[src/rtl/paf_pkg.sv]
// Constants, register map and state types for the powerline front-end host controller.
package paf_pkg;

  // Clock and timing figures.
  localparam int CLK_MHZ = 100;
  localparam int RESET_NS = 100;
  localparam int RESET_CYC = (RESET_NS * CLK_MHZ + 999) / 1000;
  localparam int SHDN_LEAD_NS = 100;
  localparam int SHDN_CYC = (SHDN_LEAD_NS * CLK_MHZ + 999) / 1000;
  localparam int CNT_W = 8;
  localparam logic [CNT_W-1:0] RESET_LOAD = CNT_W'(RESET_CYC);
  localparam logic [CNT_W-1:0] SHDN_LOAD = CNT_W'(SHDN_CYC);

  // Sample bus and serial port geometry.
  localparam int SAMPLE_W = 10;
  localparam int CFG_ADDR_W = 3;
  localparam int CFG_DATA_W = 16;
  localparam int FRAME_BITS = CFG_ADDR_W + CFG_DATA_W;
  localparam int BIT_CNT_W = 5;
  localparam logic [BIT_CNT_W-1:0] FRAME_LAST = BIT_CNT_W'(FRAME_BITS - 1);
  localparam logic [BIT_CNT_W-1:0] READ_LAST = BIT_CNT_W'(CFG_DATA_W - 1);
  localparam int HALF_W = 4;
  localparam logic [HALF_W-1:0] SCLK_HALF_LAST = 4'h3;

  // AXI4-Lite register map.
  localparam int AXI_ADDR_W = 4;
  localparam logic [AXI_ADDR_W-1:0] REG_CTRL = 4'h0;
  localparam logic [AXI_ADDR_W-1:0] REG_STATUS = 4'h4;
  localparam logic [AXI_ADDR_W-1:0] REG_CFG_CMD = 4'h8;
  localparam logic [AXI_ADDR_W-1:0] REG_CFG_RDATA = 4'hc;
  localparam logic [1:0] RESP_OKAY = 2'h0;
  localparam logic [1:0] RESP_SLVERR = 2'h2;

  // Control register fields.
  localparam int CTRL_TX_GO = 0;
  localparam int CTRL_SHDN_EN = 1;
  localparam int CTRL_CARRIER = 2;
  localparam int CTRL_FREEZE = 3;
  localparam int CTRL_STANDBY = 4;
  localparam int CTRL_RESET = 5;
  localparam int CTRL_W = 5;
  localparam logic [CTRL_W-1:0] CTRL_RESET_VAL = 5'h00;

  // Status register fields.
  localparam int STAT_TX_ACTIVE = 0;
  localparam int STAT_RESETTING = 1;
  localparam int STAT_CFG_BUSY = 2;
  localparam int STAT_CFG_DONE = 3;
  localparam int STAT_RX_LSB = 16;

  // Configuration command fields.
  localparam int CMD_ADDR_LSB = 0;
  localparam int CMD_READBACK = 3;
  localparam int CMD_DATA_LSB = 16;

  // Transmit session states, Gray along idle, on, tail.
  typedef enum logic [1:0] {
    TX_IDLE = 2'b00,
    TX_ON = 2'b01,
    TX_TAIL = 2'b11
  } paf_tx_state_type;

  // Serial port states, Gray along the usual write-then-read path.
  typedef enum logic [2:0] {
    SP_IDLE = 3'b000,
    SP_SEL = 3'b001,
    SP_WSHIFT = 3'b011,
    SP_EXTRA = 3'b010,
    SP_DESEL = 3'b110,
    SP_RSHIFT = 3'b111,
    SP_DONE = 3'b101
  } paf_sp_state_type;

endpackage : paf_pkg

[src/rtl/paf_cfg_serial.sv]
// Three-wire configuration port master: write frame, extra clock, optional read-back.
`timescale 1ns/10ps
module paf_cfg_serial (
  // Clock and reset.
  input wire logic aclk,
  input wire logic aresetn,
  // Command side.
  input wire logic start,
  input wire logic read_back,
  input wire logic [paf_pkg::CFG_ADDR_W-1:0] addr,
  input wire logic [paf_pkg::CFG_DATA_W-1:0] wdata,
  output logic busy,
  output logic done,
  output logic [paf_pkg::CFG_DATA_W-1:0] rdata,
  // Serial pins.
  output logic sclk,
  output logic write_select,
  output logic sdata_out,
  output logic sdata_oe,
  input wire logic sdata_in
);

  paf_pkg::paf_sp_state_type state_r;
  logic [paf_pkg::HALF_W-1:0] half_r;
  logic phase_r;
  logic [paf_pkg::BIT_CNT_W-1:0] bit_r;
  logic [paf_pkg::FRAME_BITS-1:0] wsr_r;
  logic [paf_pkg::CFG_DATA_W-1:0] rsr_r;
  logic rb_r;
  logic tick;

  // One half of a serial clock period has elapsed.
  assign tick = (half_r == paf_pkg::SCLK_HALF_LAST);

  // Half-period timer runs only while a transfer is under way.
  always_ff @(posedge aclk) begin
    if (!aresetn || state_r == paf_pkg::SP_IDLE || tick) begin
      half_r <= '0;
    end else begin
      half_r <= half_r + 4'h1;
    end
  end

  // Sequencer: serial clock idles high, so each bit slot is a high half then a low half.
  always_ff @(posedge aclk) begin
    if (!aresetn) begin
      state_r <= paf_pkg::SP_IDLE;
      phase_r <= 1'b0;
      bit_r <= '0;
      wsr_r <= '0;
      rsr_r <= '0;
      rb_r <= 1'b0;
      sclk <= 1'b1;
      write_select <= 1'b0;
      sdata_out <= 1'b0;
      sdata_oe <= 1'b0;
      busy <= 1'b0;
      done <= 1'b0;
      rdata <= '0;
    end else begin
      done <= 1'b0;
      case (state_r)
        paf_pkg::SP_IDLE: begin
          if (start) begin
            wsr_r <= {wdata, addr};
            rb_r <= read_back;
            sdata_out <= addr[0];
            sdata_oe <= 1'b1;
            write_select <= 1'b1;
            busy <= 1'b1;
            state_r <= paf_pkg::SP_SEL;
          end
        end
        paf_pkg::SP_SEL: begin
          if (tick) begin
            phase_r <= 1'b0;
            bit_r <= '0;
            state_r <= paf_pkg::SP_WSHIFT;
          end
        end
        paf_pkg::SP_WSHIFT: begin
          if (tick && !phase_r) begin
            sclk <= 1'b0;
            phase_r <= 1'b1;
          end else if (tick) begin
            sclk <= 1'b1;
            phase_r <= 1'b0;
            wsr_r <= wsr_r >> 1;
            sdata_out <= wsr_r[1];
            bit_r <= bit_r + 5'h01;
            if (bit_r == paf_pkg::FRAME_LAST) begin
              state_r <= paf_pkg::SP_EXTRA;
            end
          end
        end
        paf_pkg::SP_EXTRA: begin
          if (tick && !phase_r) begin
            sclk <= 1'b0;
            phase_r <= 1'b1;
          end else if (tick) begin
            sclk <= 1'b1;
            phase_r <= 1'b0;
            write_select <= 1'b0;
            sdata_oe <= 1'b0;
            sdata_out <= 1'b0;
            state_r <= rb_r ? paf_pkg::SP_DESEL : paf_pkg::SP_DONE;
          end
        end
        paf_pkg::SP_DESEL: begin
          if (tick) begin
            bit_r <= '0;
            state_r <= paf_pkg::SP_RSHIFT;
          end
        end
        paf_pkg::SP_RSHIFT: begin
          if (tick && !phase_r) begin
            sclk <= 1'b0;
            phase_r <= 1'b1;
          end else if (tick) begin
            sclk <= 1'b1;
            phase_r <= 1'b0;
            rsr_r <= {sdata_in, rsr_r[paf_pkg::CFG_DATA_W-1:1]};
            bit_r <= bit_r + 5'h01;
            if (bit_r == paf_pkg::READ_LAST) begin
              state_r <= paf_pkg::SP_DONE;
            end
          end
        end
        paf_pkg::SP_DONE: begin
          if (rb_r) begin
            rdata <= rsr_r;
          end
          done <= 1'b1;
          busy <= 1'b0;
          state_r <= paf_pkg::SP_IDLE;
        end
        default: begin
          state_r <= paf_pkg::SP_IDLE;
        end
      endcase
    end
  end

endmodule : paf_cfg_serial

[src/rtl/paf_host.sv]
// Host controller for the powerline front end: AXI4-Lite registers, sample bus, control pins.
//
// Our own choices: register access over AXI4-Lite and the register offsets.
`timescale 1ns/10ps
module paf_host (
  // Clock and reset.
  input wire logic aclk,
  input wire logic aresetn,
  // AXI4-Lite write address channel.
  input wire logic [paf_pkg::AXI_ADDR_W-1:0] s_axi_awaddr,
  input wire logic s_axi_awvalid,
  output logic s_axi_awready,
  // AXI4-Lite write data channel.
  input wire logic [31:0] s_axi_wdata,
  input wire logic [3:0] s_axi_wstrb,
  input wire logic s_axi_wvalid,
  output logic s_axi_wready,
  // AXI4-Lite write response channel.
  output logic [1:0] s_axi_bresp,
  output logic s_axi_bvalid,
  input wire logic s_axi_bready,
  // AXI4-Lite read address channel.
  input wire logic [paf_pkg::AXI_ADDR_W-1:0] s_axi_araddr,
  input wire logic s_axi_arvalid,
  output logic s_axi_arready,
  // AXI4-Lite read data channel.
  output logic [31:0] s_axi_rdata,
  output logic [1:0] s_axi_rresp,
  output logic s_axi_rvalid,
  input wire logic s_axi_rready,
  // User sample streams.
  input wire logic [paf_pkg::SAMPLE_W-1:0] tx_sample,
  output logic tx_take,
  output logic [paf_pkg::SAMPLE_W-1:0] rx_sample,
  output logic rx_valid,
  // Front-end clock, reset and mode pins.
  output logic afe_clk,
  output logic afe_reset_n,
  output logic standby,
  output logic transmit_enable,
  output logic bus_direction,
  output logic receiver_shutdown,
  output logic carrier_select,
  output logic gain_freeze,
  // Front-end sample bus.
  input wire logic [paf_pkg::SAMPLE_W-1:0] sample_bus_in,
  output logic [paf_pkg::SAMPLE_W-1:0] sample_bus_out,
  output logic sample_bus_oe,
  // Front-end configuration port.
  output logic cfg_sclk,
  output logic cfg_write_select,
  output logic cfg_serial_data_out,
  output logic cfg_serial_data_oe,
  input wire logic cfg_serial_data_in
);

  logic [paf_pkg::CTRL_W-1:0] ctrl_r;
  logic [paf_pkg::CNT_W-1:0] rst_cnt_r;
  logic [paf_pkg::CNT_W-1:0] tail_cnt_r;
  paf_pkg::paf_tx_state_type tx_state_r;
  logic [paf_pkg::AXI_ADDR_W-1:0] awaddr_r;
  logic [31:0] wdata_r;
  logic [3:0] wstrb_r;
  logic aw_held_r;
  logic w_held_r;
  logic wr_fire;
  logic [31:0] wmask;
  logic cmd_start_r;
  logic cmd_rb_r;
  logic [paf_pkg::CFG_ADDR_W-1:0] cmd_addr_r;
  logic [paf_pkg::CFG_DATA_W-1:0] cmd_data_r;
  logic cfg_busy;
  logic cfg_done;
  logic [paf_pkg::CFG_DATA_W-1:0] cfg_rdata;
  logic cfg_done_flag_r;
  logic soft_reset;
  logic resetting;
  logic [31:0] status_word;

  // A register write happens once both address and data are held and no answer is pending.
  assign wr_fire = aw_held_r && w_held_r && !s_axi_bvalid;
  assign wmask = {{8{wstrb_r[3]}}, {8{wstrb_r[2]}}, {8{wstrb_r[1]}}, {8{wstrb_r[0]}}};
  assign soft_reset = wr_fire && awaddr_r == paf_pkg::REG_CTRL && wstrb_r[0] && wdata_r[paf_pkg::CTRL_RESET];
  assign resetting = !afe_reset_n;

  // Status word gathered from live state.
  always_comb begin
    status_word = '0;
    status_word[paf_pkg::STAT_TX_ACTIVE] = (tx_state_r != paf_pkg::TX_IDLE);
    status_word[paf_pkg::STAT_RESETTING] = resetting;
    status_word[paf_pkg::STAT_CFG_BUSY] = cfg_busy;
    status_word[paf_pkg::STAT_CFG_DONE] = cfg_done_flag_r;
    status_word[paf_pkg::STAT_RX_LSB +: paf_pkg::SAMPLE_W] = rx_sample;
  end

  // Write address and data channels are taken independently and held until the write fires.
  always_ff @(posedge aclk) begin
    if (!aresetn) begin
      aw_held_r <= 1'b0;
      w_held_r <= 1'b0;
      awaddr_r <= '0;
      wdata_r <= '0;
      wstrb_r <= '0;
      s_axi_awready <= 1'b1;
      s_axi_wready <= 1'b1;
      s_axi_bvalid <= 1'b0;
      s_axi_bresp <= paf_pkg::RESP_OKAY;
    end else begin
      if (s_axi_awvalid && s_axi_awready) begin
        awaddr_r <= s_axi_awaddr;
        aw_held_r <= 1'b1;
        s_axi_awready <= 1'b0;
      end
      if (s_axi_wvalid && s_axi_wready) begin
        wdata_r <= s_axi_wdata;
        wstrb_r <= s_axi_wstrb;
        w_held_r <= 1'b1;
        s_axi_wready <= 1'b0;
      end
      if (wr_fire) begin
        aw_held_r <= 1'b0;
        w_held_r <= 1'b0;
        s_axi_bvalid <= 1'b1;
        if (awaddr_r == paf_pkg::REG_CTRL || awaddr_r == paf_pkg::REG_STATUS ||
            awaddr_r == paf_pkg::REG_CFG_CMD) begin
          s_axi_bresp <= paf_pkg::RESP_OKAY;
        end else begin
          s_axi_bresp <= paf_pkg::RESP_SLVERR;
        end
      end else if (s_axi_bvalid && s_axi_bready) begin
        s_axi_bvalid <= 1'b0;
        s_axi_awready <= 1'b1;
        s_axi_wready <= 1'b1;
      end
    end
  end

  // Control register: transmit request, shutdown mode, carrier select, freeze and standby.
  always_ff @(posedge aclk) begin
    if (!aresetn) begin
      ctrl_r <= paf_pkg::CTRL_RESET_VAL;
    end else if (wr_fire && awaddr_r == paf_pkg::REG_CTRL) begin
      ctrl_r <= (ctrl_r & ~wmask[paf_pkg::CTRL_W-1:0]) | (wdata_r[paf_pkg::CTRL_W-1:0] & wmask[paf_pkg::CTRL_W-1:0]);
    end
  end

  // Configuration command register; a write while the port is busy is ignored.
  always_ff @(posedge aclk) begin
    if (!aresetn) begin
      cmd_start_r <= 1'b0;
      cmd_rb_r <= 1'b0;
      cmd_addr_r <= '0;
      cmd_data_r <= '0;
    end else begin
      cmd_start_r <= 1'b0;
      if (wr_fire && awaddr_r == paf_pkg::REG_CFG_CMD && wstrb_r[0] && !cfg_busy && !cmd_start_r) begin
        cmd_start_r <= 1'b1;
        cmd_rb_r <= wdata_r[paf_pkg::CMD_READBACK];
        cmd_addr_r <= wdata_r[paf_pkg::CMD_ADDR_LSB +: paf_pkg::CFG_ADDR_W];
        cmd_data_r <= wdata_r[paf_pkg::CMD_DATA_LSB +: paf_pkg::CFG_DATA_W];
      end
    end
  end

  // Sticky completion flag, cleared by writing one to it; a new completion wins over the clear.
  always_ff @(posedge aclk) begin
    if (!aresetn) begin
      cfg_done_flag_r <= 1'b0;
    end else if (cfg_done) begin
      cfg_done_flag_r <= 1'b1;
    end else if (wr_fire && awaddr_r == paf_pkg::REG_STATUS && wstrb_r[0] && wdata_r[paf_pkg::STAT_CFG_DONE]) begin
      cfg_done_flag_r <= 1'b0;
    end
  end

  // Read channel answers one cycle after the address is taken.
  always_ff @(posedge aclk) begin
    if (!aresetn) begin
      s_axi_arready <= 1'b1;
      s_axi_rvalid <= 1'b0;
      s_axi_rdata <= '0;
      s_axi_rresp <= paf_pkg::RESP_OKAY;
    end else if (s_axi_arvalid && s_axi_arready) begin
      s_axi_arready <= 1'b0;
      s_axi_rvalid <= 1'b1;
      s_axi_rresp <= paf_pkg::RESP_OKAY;
      if (s_axi_araddr == paf_pkg::REG_CTRL) begin
        s_axi_rdata <= {27'h0000000, ctrl_r};
      end else if (s_axi_araddr == paf_pkg::REG_STATUS) begin
        s_axi_rdata <= status_word;
      end else if (s_axi_araddr == paf_pkg::REG_CFG_CMD) begin
        s_axi_rdata <= {cmd_data_r, 12'h000, cmd_rb_r, cmd_addr_r};
      end else if (s_axi_araddr == paf_pkg::REG_CFG_RDATA) begin
        s_axi_rdata <= {16'h0000, cfg_rdata};
      end else begin
        s_axi_rdata <= '0;
        s_axi_rresp <= paf_pkg::RESP_SLVERR;
      end
    end else if (s_axi_rvalid && s_axi_rready) begin
      s_axi_rvalid <= 1'b0;
      s_axi_arready <= 1'b1;
    end
  end

  // Front-end system clock: aclk divided by two, running free through the front-end reset.
  always_ff @(posedge aclk) begin
    if (!aresetn) begin
      afe_clk <= 1'b0;
    end else begin
      afe_clk <= ~afe_clk;
    end
  end

  // Front-end reset pulse after power-up and on software request, held at least 100ns.
  always_ff @(posedge aclk) begin
    if (!aresetn || soft_reset) begin
      rst_cnt_r <= paf_pkg::RESET_LOAD;
      afe_reset_n <= 1'b0;
    end else if (rst_cnt_r != '0) begin
      rst_cnt_r <= rst_cnt_r - 8'h01;
      afe_reset_n <= 1'b0;
    end else begin
      afe_reset_n <= 1'b1;
    end
  end

  // Mode pins follow the control register; carrier select and gain freeze are quiet while the front end is in reset.
  always_ff @(posedge aclk) begin
    if (!aresetn) begin
      standby <= 1'b0;
      carrier_select <= 1'b0;
      gain_freeze <= 1'b0;
    end else begin
      standby <= ctrl_r[paf_pkg::CTRL_STANDBY];
      carrier_select <= ctrl_r[paf_pkg::CTRL_CARRIER] && !resetting;
      gain_freeze <= ctrl_r[paf_pkg::CTRL_FREEZE] && !resetting;
    end
  end

  // Transmit session: enable, direction and shutdown move together; a tail keeps shutdown high
  // for the lead time before transmit enable falls.
  always_ff @(posedge aclk) begin
    if (!aresetn) begin
      tx_state_r <= paf_pkg::TX_IDLE;
      tail_cnt_r <= '0;
      transmit_enable <= 1'b0;
      bus_direction <= 1'b0;
      receiver_shutdown <= 1'b0;
    end else begin
      case (tx_state_r)
        paf_pkg::TX_IDLE: begin
          if (ctrl_r[paf_pkg::CTRL_TX_GO] && !resetting && !ctrl_r[paf_pkg::CTRL_STANDBY]) begin
            tx_state_r <= paf_pkg::TX_ON;
            transmit_enable <= 1'b1;
            bus_direction <= 1'b1;
            receiver_shutdown <= ctrl_r[paf_pkg::CTRL_SHDN_EN];
          end
        end
        paf_pkg::TX_ON: begin
          if (!ctrl_r[paf_pkg::CTRL_TX_GO] || resetting) begin
            if (receiver_shutdown && !resetting) begin
              tx_state_r <= paf_pkg::TX_TAIL;
              tail_cnt_r <= paf_pkg::SHDN_LOAD;
            end else begin
              tx_state_r <= paf_pkg::TX_IDLE;
              transmit_enable <= 1'b0;
              bus_direction <= 1'b0;
              receiver_shutdown <= 1'b0;
            end
          end
        end
        paf_pkg::TX_TAIL: begin
          tail_cnt_r <= tail_cnt_r - 8'h01;
          if (tail_cnt_r == 8'h01 || resetting) begin
            tx_state_r <= paf_pkg::TX_IDLE;
            transmit_enable <= 1'b0;
            bus_direction <= 1'b0;
            receiver_shutdown <= 1'b0;
          end
        end
        default: begin
          tx_state_r <= paf_pkg::TX_IDLE;
        end
      endcase
    end
  end

  // Sample bus: one sample each front-end clock period, launched and captured as it rises.
  always_ff @(posedge aclk) begin
    if (!aresetn) begin
      sample_bus_out <= '0;
      sample_bus_oe <= 1'b0;
      tx_take <= 1'b0;
      rx_sample <= '0;
      rx_valid <= 1'b0;
    end else begin
      sample_bus_oe <= bus_direction;
      tx_take <= 1'b0;
      rx_valid <= 1'b0;
      if (!afe_clk && bus_direction) begin
        sample_bus_out <= tx_sample;
        tx_take <= 1'b1;
      end else if (!afe_clk && !bus_direction && !sample_bus_oe) begin
        rx_sample <= sample_bus_in;
        rx_valid <= 1'b1;
      end
    end
  end

  // Serial configuration port engine.
  paf_cfg_serial u_cfg (
    .aclk(aclk),
    .aresetn(aresetn),
    .start(cmd_start_r),
    .read_back(cmd_rb_r),
    .addr(cmd_addr_r),
    .wdata(cmd_data_r),
    .busy(cfg_busy),
    .done(cfg_done),
    .rdata(cfg_rdata),
    .sclk(cfg_sclk),
    .write_select(cfg_write_select),
    .sdata_out(cfg_serial_data_out),
    .sdata_oe(cfg_serial_data_oe),
    .sdata_in(cfg_serial_data_in)
  );

endmodule : paf_host

[config.mk]
export PLATFORM = sky130hd
export DESIGN_NAME = paf_host
export DESIGN_NICKNAME = d
export VERILOG_FILES = /design/src/rtl/paf_pkg.sv /design/src/rtl/paf_cfg_serial.sv /design/src/rtl/paf_host.sv
export SDC_FILE = /design/constraint.sdc
export NUM_CORES = 1
export LEC_CHECK = 0
export ABC_AREA = 1
export ABC_CLOCK_PERIOD_IN_PS = 1700
export BUFFER_PORTS_ARGS = -buffer_cell sky130_fd_sc_hd__clkbuf_2
export CORE_AREA = 10 10 141 143
export DETAILED_ROUTE_END_ITERATION = 12
export DIE_AREA = 0 0 151 153
export HOLD_SLACK_MARGIN = 0.15
export PLACE_DENSITY_LB_ADDON = 0.1
export SETUP_SLACK_MARGIN = 0.3
export SLEW_MARGIN = 25
export SYNTH_ARGS = -nofsm -noshare
export SYNTH_HDL_FRONTEND = slang
export SYNTH_SLANG_ARGS = --single-unit
[constraint.sdc]
create_clock -name aclk -period 1.7 [get_ports aclk]
set_clock_uncertainty 0.2 [all_clocks]
set_input_delay 0.34 -clock aclk [delete_from_list [all_inputs] [get_ports aclk]]
set_output_delay 0.34 -clock aclk [all_outputs]
set_load 0.01 [all_outputs]
# Yosys cells after proc, flatten, opt, wreduce, memory -nomap -nowiden
# Cells that the tools add are included.
# word_totals
regBits	225
output_inout_bits	76
# classes
addsub	4
n_eq_ne	36
muxes	78
bitwise	8
n_reduce_logical	81
# op_table
cell	n
32-bit 2-to-1 mux	3
19-bit 2-to-1 mux	3
19-bit case mux with 2 select lines	1
1-bit 2-to-1 mux	34
3-bit 2-to-1 mux	11
1-bit logical AND	26
2-bit nonzero test	11
2-bit 2-to-1 mux	10
2-bit inequality test, second input constant	10
2-bit by 1-bit inequality test with 1-bit output, second input constant	9
3-bit case mux with 6 select lines	1
16-bit 2-to-1 mux	1
8-bit 2-to-1 mux	2
8-bit case mux with 2 select lines	1
8-bit by 1-bit subtractor with 8-bit output, second input constant	2
5-bit 2-to-1 mux	3
4-bit == test, second input constant	3
4-bit AND reduction	3
1-bit zero test	11
11-bit AND reduction	1
5-bit bitwise AND	2
5-bit case mux with 2 select lines	1
2-bit AND reduction	5
3-bit == test, second input constant	3
28 further kinds	50

# Longest topological paths before layout
# Gate-level depths: netlist of run 1.
# logic_depth
depth_word	7
depth_mapped	12
depth_no_buf	12

# Cells and area by module
# A second synthesis of run 1 with hierarchy kept.
# hier_totals
cells_unflattened	1179
hier_area_um2	8662.1
# modules_own_cells
module	instances	cells_per_inst	area_each_um2	seq_area_each_um2
paf_host	1	765	5634.2	2862.7
paf_cfg_serial	1	414	3027.9	1381.3

# Worst setup path after synthesis of run 1
# No wires, ideal clock.
# synth_timing
path_type	register -> register
startpoint	register u_cfg.bit_r[1] (netlist bit)
endpoint	register u_cfg.state_r[0]
t_arrival_ns	1.432
required_time_ns	1.436
path_slack_ns	0.005
stages_incl_launch_ff	13
n_path_buf	0
cell_sequence	dfxtp_1 ha_1 inv_1 nor3_1 ha_1 inv_1 nand4_1 nand2_1 nor2_1 nand3_1 nand2_1 inv_1 nor2_1
# synth_between
elab_chain_cells	3
word_cells_on_any_way	5
cone_classes	4 x eq/ne; 1 x reduce/logical
# synth_lines
item	line_no	text
start, declared	paf_cfg_serial.sv:26	logic [paf_pkg::BIT_CNT_W-1:0] bit_r;
start signal, assigned	paf_cfg_serial.sv:90	bit_r <= bit_r + 5'h01;
start signal, assigned	paf_cfg_serial.sv:123	bit_r <= bit_r + 5'h01;
5-bit by 4-bit == test with 1-bit output or 5-bit == test (tied branches)	paf_cfg_serial.sv:124, paf_cfg_serial.sv:91	
2-bit by 1-bit inequality test with 1-bit output (no source line)	n/a	
11-bit AND reduction (no source line) (*)	n/a	
end signal, assigned	paf_cfg_serial.sv:125	state_r <= paf_pkg::SP_DONE;
end signal, assigned	paf_cfg_serial.sv:135	state_r <= paf_pkg::SP_IDLE;
end signal, assigned	paf_cfg_serial.sv:138	state_r <= paf_pkg::SP_IDLE;
end, declared	paf_cfg_serial.sv:23	paf_pkg::paf_sp_state_type state_r;
# Every way passes the cells marked *; elsewhere a longest branch is shown, timed or not.
# A chain may end at the register's enable or synchronous reset.

# Worst setup path in the final report of run 1
# layout_timing
startpoint	register u_cfg.bit_r[0] (netlist bit)
endpoint	register u_cfg.state_r[1]
# Same word-level chain as after synthesis.

==> qor.yml, run 1 <==
status: "finished, violations left"
violations: "negative setup slack"
syn_area_per_cell_um2: 7.44
firstDrtPassIters: 5
cts_tree: "done"
synth_area_mm2: 0.00844
ys_seq_elements: 212
dp.cells: 1485
yosysSeqAreaShare_pct: 50.3
async_reset_ff_share_pct: 0
drc: 0
fin_crit_sh_pct: 103
ys_types: 36
grt_usage_pct: 20.3
grt_pass1_wl_um: 39900
gp_congestion: 0.867
drt_iter0_markers: 458
dpl_worst_slack_ns: 0.00911
clockRootBuffer: "clkbuf_16"
p_leak_nw: 5.58
cp_slowest_cell: "dfxtp_2"
htree_levels: 1
num_rows: 48
crit_path_end_kind: "flop"
clkSlewWorstSetupHoldPaths_ns: 0.06
start_kind: "flop"
holdCritStartpoint: "s_axi_arvalid"
dpl_cell_area_mm2: 0.00963
setup_viol: 3
drive_gt1_share_pct: 39.1
start_util_pct: 49.5
rsz0062_at_grt: "true"
fin_total_pwr_mw: 11.9
die_w_um: 151
synth_warnings: 0
fin_cells: 1659
slew_violations: 0
path_common_cell: "inv_2"
clock_sinks: 212
r2r_start: "u_cfg.bit_r[0]"
cts_hold_buf: 54
r2r_cells: 12
cts_buffer_depth: 3
final_cell_mix: "nor2_1, nand2_1, dfxtp_1"
grt_pass1_vias: 8052
core_area_mm2: 0.0171
antenna_found_initial: 0
routed_via_density: 5.16
postSynthCellCount: 1135
synth-main-ff-cell: "dfxtp_1"
fp.dieH_um: 153
drv_cap: 0
dp_hpwl_um: 15500
setup_ws_ns: -0.0546
period_needed_ns: 1.75
cp_cell_sequence: "ha_4 > inv_2 > nor3_2 > ha_2 > inv_2 > nand4_1 > nand2_2 > nor2_4 > nand3_2 > nand2_1 > inv_1 > nor2_1"
ioPinCount: 148
overflow: 0
synth-edff-count: 0
die-area_mm2: 0.0231
holdPathStages: 5
hp-class: "input pin to flop"
ir_worst_vdd_uv: 695
slew-limit-headroom_pct: 66.5
worst_path_largest_cell_delay_ns: 0.35
num_vias: 8558
cts_made_buffers: 22
wire_per_inst_um: 16.0
worst-r2r-setup-slack_ns: -0.05
final_nets: 1500
grt_max_degree: 88
final_common_cell: "nor2_1"
crit_arrival_ns: 1.98
cp.required_ns: 1.92
pwr_density_cell_mw_per_mm2: 908
wl_um: 26500
r2r_end: "u_cfg.state_r[1]"
postRouteAntennaNets: 0
fin_area_mm2: 0.0131
antenna_cells: 0
min_to: "s_axi_rdata[24]"
numPortBuffers: 132
clock.fmax_ghz: 0.570
finalHoldViolCount: 0
critPathKind: "flop to flop"
worstSkewPairLatency_ns: 0.50
area_growth_pct: 54.8
worst_pin_slew_ns: 0.503
path_max_fanout: 4
## kinds of logic (layout without fill, tap and decap cells)
| kind of cell | after synthesis | count (layout) | share of synthesized area [%] |
|---|---|---|---|
| AOI/OAI and AO/OA | 280 | 280 | 17.0 |
| xor gates and xnor gates | 10 | 10 | 1.04 |
| adders and majority gates | 8 | 8 | 1.19 |
| buffers and inverters | 163 | 459 | 8.05 |
| DFF | 212 | 212 | 50.3 |
| other | 1 | 2 | 0.0444 |
| and+or+nand+nor | 461 | 463 | 22.4 |
## report_power, final
part	total [mW]	switching [mW]	internal, mW
sequential	5.35	0.183	5.17
combinational	1.78	0.963	0.820
clock	4.73	1.93	2.81
## synthesized netlist by cell type, types with 2 or more instances
| master | number | area (µm²) |
|---|---|---|
| a21oi_1 | 108 | 541 |
| a31oi_1 | 2 | 12.5 |
| buf_1 | 2 | 7.51 |
| buf_2 | 14 | 70.1 |
| buf_4 | 6 | 45.0 |
| buf_6 | 3 | 33.8 |
| clkbuf_1 | 31 | 116 |
| dfxtp_1 | 212 | 4240 |
| ha_1 | 8 | 100 |
| inv_1 | 100 | 375 |
| inv_2 | 4 | 15.0 |
| inv_4 | 2 | 12.5 |
| nand2_1 | 182 | 683 |
| nand2_2 | 2 | 12.5 |
| nand2_4 | 2 | 22.5 |
| nand3_1 | 36 | 180 |
| nand4_1 | 12 | 75.1 |
| nor2_1 | 208 | 781 |
| nor2_2 | 6 | 37.5 |
| nor2_4 | 2 | 22.5 |
| nor3_1 | 7 | 35.0 |
| o21ai_0 | 147 | 736 |
| o21ai_1 | 4 | 20.0 |
| o22ai_1 | 14 | 87.6 |
| or2_2 | 2 | 12.5 |
| xnor2_1 | 2 | 17.5 |
| xor2_1 | 8 | 70.1 |
## sequential cells by signal, indices dropped and copies added (netlist names), 2 cells and up, named ones only
register,cells
rst_cnt_r,8
sample_bus_out,10
u_cfg.bit_r,5
s_axi_rdata,32
awaddr_r,4
u_cfg.half_r,4
tail_cnt_r,8
cmd_addr_r,3
rx_sample,10
u_cfg.rsr_r,16
u_cfg.wsr_r,18
u_cfg.state_r,3
tx_state_r,2
u_cfg.rdata,16
wdata_r,22
cmd_data_r,16
## final cells by class
cell class / instances / area, µm²
multi-input cells: 763 / 4230
repair inverters: 1 / 7.51
clock inverters: 4 / 25.0
flip-flops and latches: 212 / 4380
repair buffers: 313 / 3000
clock buffers: 34 / 697
inverters: 107 / 444
fillers: 1165 / 3990
well taps: 225 / 282
## per-layer routing
layer	track usage (%)	routed length (µm)	vias up	share of wire, %
met5	0	0	-	0
li1	-	-	4257	-
met1	26.0	11000	4033	42
met2	33.7	13400	233	50
met3	4.69	1630	35	6.1
met4	5.00	462	0	1.7
## critical path, delay by kind of cell, from the launching register on
family        cells  cell delay [ns]
fa+ha+maj         2             0.32
buf+inv           3             0.09
simple gates      7             0.71
flops             1             0.35
## metrics by stage
stage                     hold slack (ns)  TNS (ns)  util (%)
after floorplan                     0.207         0         -
after global placement              0.224         0      56.5
after detailed placement            0.236         0      56.5
after CTS                           0.141  -0.00140      70.6
after global routing                0.139    -0.695      76.6
final                               0.142    -0.119      76.6
## how the worst max path moves through the flow
stage,startpoint,to,slack [ns],depth (start not counted)
finish,u_cfg.bit_r[0],u_cfg.state_r[1],-0.05,12
global route,u_cfg.bit_r[0],u_cfg.state_r[1],-0.17,12
CTS,afe_reset_n,afe_reset_n,-0.001,2
global placement,u_cfg.bit_r[0],u_cfg.state_r[1],0.04,12
floorplan,u_cfg.half_r[1],u_cfg.rsr_r[10],0.09,9
detailed placement,u_cfg.bit_r[0],u_cfg.state_r[0],0.009,12
## timing repair
| action | 4_1_cts | 5_1_grt |
|---|---|---|
| hold endpoints to repair | 60 | 7 |
| endpoints found under the setup margin | 213 | 235 |
| cloned | 7 | 4 |
| resized for setup | 266 | 266 |
| pin swaps | 62 | 59 |
| buffers inserted | 34 | 37 |
Note: power is estimated with default switching activity, not from simulation.
==> run 2, diff against run 1 <==
Settings changed: CORE_AREA 10 10 141 143 to 10 10 148 150, DIE_AREA 0 0 151 153 to 0 0 158 160.
==> run 2 against run 1 <==
  * The flow still finishes with violations (negative setup slack)
  * Power increased by 2.6%
  * Sequential power hardly changed
  * Clock power up 10%
  * Count of clock-buffer cells in the layout is 2 lower
  * Fmax is 0.60% lower
  * Combinational power decreased by 9.6%
  * Setup slack got worse by 0.011 ns
  * First-iteration DRC count increased by 0.87%
  * Largest cell class unchanged
==> qor.yml, run 2 (synthesis gave the netlist of run 1 again) <==
status: "finished, violations left"
violations: "negative setup slack"
drv_cap: 0
seqCellArea_mm2: 0.00437
setup_ws_ns: -0.0651
cts_buffer_depth: 3
cp_slowest_cell: "dfxtp_2"
hp-class: "input pin to flop"
min_to: "s_axi_rdata[16]"
numPortBuffers: 132
setup_viol: 3
antenna_found_initial: 0
holdPathStages: 5
cp_cell_sequence: "ha_2 > inv_2 > nor3_4 > ha_2 > inv_2 > nand4_1 > nand2_1 > nor2_4 > nand3_2 > nand2_1 > inv_1 > nor2_1"
met3_usage_pct: 4.54
finalHoldViolCount: 0
postRouteAntennaNets: 0
r2r_start: "u_cfg.bit_r[0]"
top_regs: "s_axi_rdata x32, wdata_r x22, u_cfg.wsr_r x18"
fp.dieH_um: 160
grtUsageMet1_pct: 23.7
path_buf_inv: 3
drive_gt1_share_pct: 35.3
overflow: 0
p_leak_nw: 5.56
die_w_um: 158
cp.required_ns: 1.94
path_depth: 12
final_nets: 1495
clockPowerShare_pct: 42.9
r2r_end: "u_cfg.state_r[1]"
worst-r2r-setup-slack_ns: -0.07
met2_usage_pct: 30.9
clockRootBuffer: "clkbuf_16"
p_int_mw: 9.13
period_needed_ns: 1.77
firstDrtPassIters: 4
htree_levels: 1
busiest_layer: "met2"
clkSlewWorstSetupHoldPaths_ns: 0.06
start_util_pct: 44.2
gp_congestion: 0.845
final_cell_mix: "nor2_1, nand2_1, o21ai_0"
grt_pass1_wl_um: 39500
fillers: 1542
r2r_cells: 12
dp_hpwl_um: 15700
wire_per_inst_um: 15.2
drt_iter0_markers: 462
num_rows: 51
clock_sinks: 212
ioPinCount: 148
rsz0062_at_grt: "true"
wl_um: 25300
holdCritStartpoint: "s_axi_arvalid"
clock.fmax_ghz: 0.567
critPathTopFamily: "simple AND/OR/NAND/NOR gates"
switching_share_pct: 25.0
grt_max_degree: 106
critPathKind: "flop to flop"
core_area_mm2: 0.0191
p_comb_share_pct: 13.2
area_growth_pct: 53.2
final_common_cell: "nor2_1"
slew_violations: 0
multi_input_area_mm2: 0.00404
grt_usage_pct: 18.6
fin_total_pwr_mw: 12.2
seqPwrFrac_pct: 43.9
routed_via_density: 4.98
antenna_cells: 0
largest_reg_flops: 32
path_max_fanout: 4
die-area_mm2: 0.0253
start_kind: "flop"
largest-register: "s_axi_rdata"
ir_worst_vdd_uv: 724
worstSkewPairLatency_ns: 0.50
crit_arrival_ns: 2.00
drc: 0
fin_setup_tns_ns: -0.149
switchingPower_mw: 3.04
cts_made_buffers: 23
fin_crit_sh_pct: 104
grt_pass1_vias: 7920
dpl_worst_slack_ns: -0.0367
cts_hold_buf: 56
crit_path_end_kind: "flop"
pwr_density_cell_mw_per_mm2: 941
worst_path_largest_cell_delay_ns: 0.33
num_vias: 8314
cts_tree: "done"
run 2: cell type report:
cell class              instances  area share [%]
repair inverters                1          0.0581
inverters                     107            3.40
repair buffers                307            23.0
multi-input cells             763            31.2
clock buffers                  32            5.26
well taps                     238            2.30
flip-flops and latches        212            33.8
clock inverters                 9           0.949
run 2: worst max path at each step:
stage	start	endpoint	slack [ns]
final	u_cfg.bit_r[0]	u_cfg.state_r[1]	-0.07
after global routing	u_cfg.bit_r[0]	u_cfg.state_r[1]	-0.18
after CTS	u_cfg.bit_r[0]	u_cfg.state_r[1]	-0.06
after detailed placement	u_cfg.bit_r[0]	u_cfg.state_r[1]	-0.04
after global placement	s_axi_araddr[1]	s_axi_rdata[21]	-0.007
after floorplan	u_cfg.half_r[1]	u_cfg.rsr_r[10]	0.09
run 2: power groups by stage:
| stage | combinational, mW | sequential, mW | clock [mW] |
|---|---|---|---|
| finish | 1.61 | 5.34 | 5.22 |
| global route | 1.78 | 5.35 | 5.57 |
| CTS | 1.46 | 5.32 | 5.32 |
| detailed placement | 1.17 | 5.41 | 0 |
| global placement | 1.15 | 5.40 | 0 |
| floorplan | 0.801 | 5.38 | 0 |
run 2: worst min-delay path, delay by kind of cell:
kind	cells	cell delay, ns
compound gates	1	0.05
buf+inv	2	0.26
simple gates	2	0.13
run 2: layer usage:
layer  part of all wire [%]  up-vias
li1                       -     4243
met1                     44     3836
met2                     48      203
met3                    6.7       32
met4                    1.6        0
met5                      0        -
run 2: stage by stage:
| step | cells | instance area (µm²) | hold WS, ns | utilization (%) |
|---|---|---|---|---|
| 2_1_floorplan | 1136 | 8570 | 0.207 | - |
| 6_report | 1669 | 12900 | 0.127 | 67.8 |
| 5_1_grt | 1669 | 12900 | 0.139 | 67.8 |
| 4_1_cts | 1639 | 12100 | 0.131 | 63.5 |
| 3_3_place_gp | 1497 | 9640 | 0.218 | 50.5 |
| 3_5_place_dp | 1497 | 9640 | 0.233 | 50.5 |
run 2: repair_timing:
| action | in CTS | in global routing |
|---|---|---|
| pin swaps | 26 | 36 |
| hold endpoints to repair | 74 | 10 |
| buffers inserted | 37 | 26 |
| endpoints found under the setup margin | 215 | 228 |
| gates resized for setup | 202 | 211 |
| cloned | 8 | 4 |
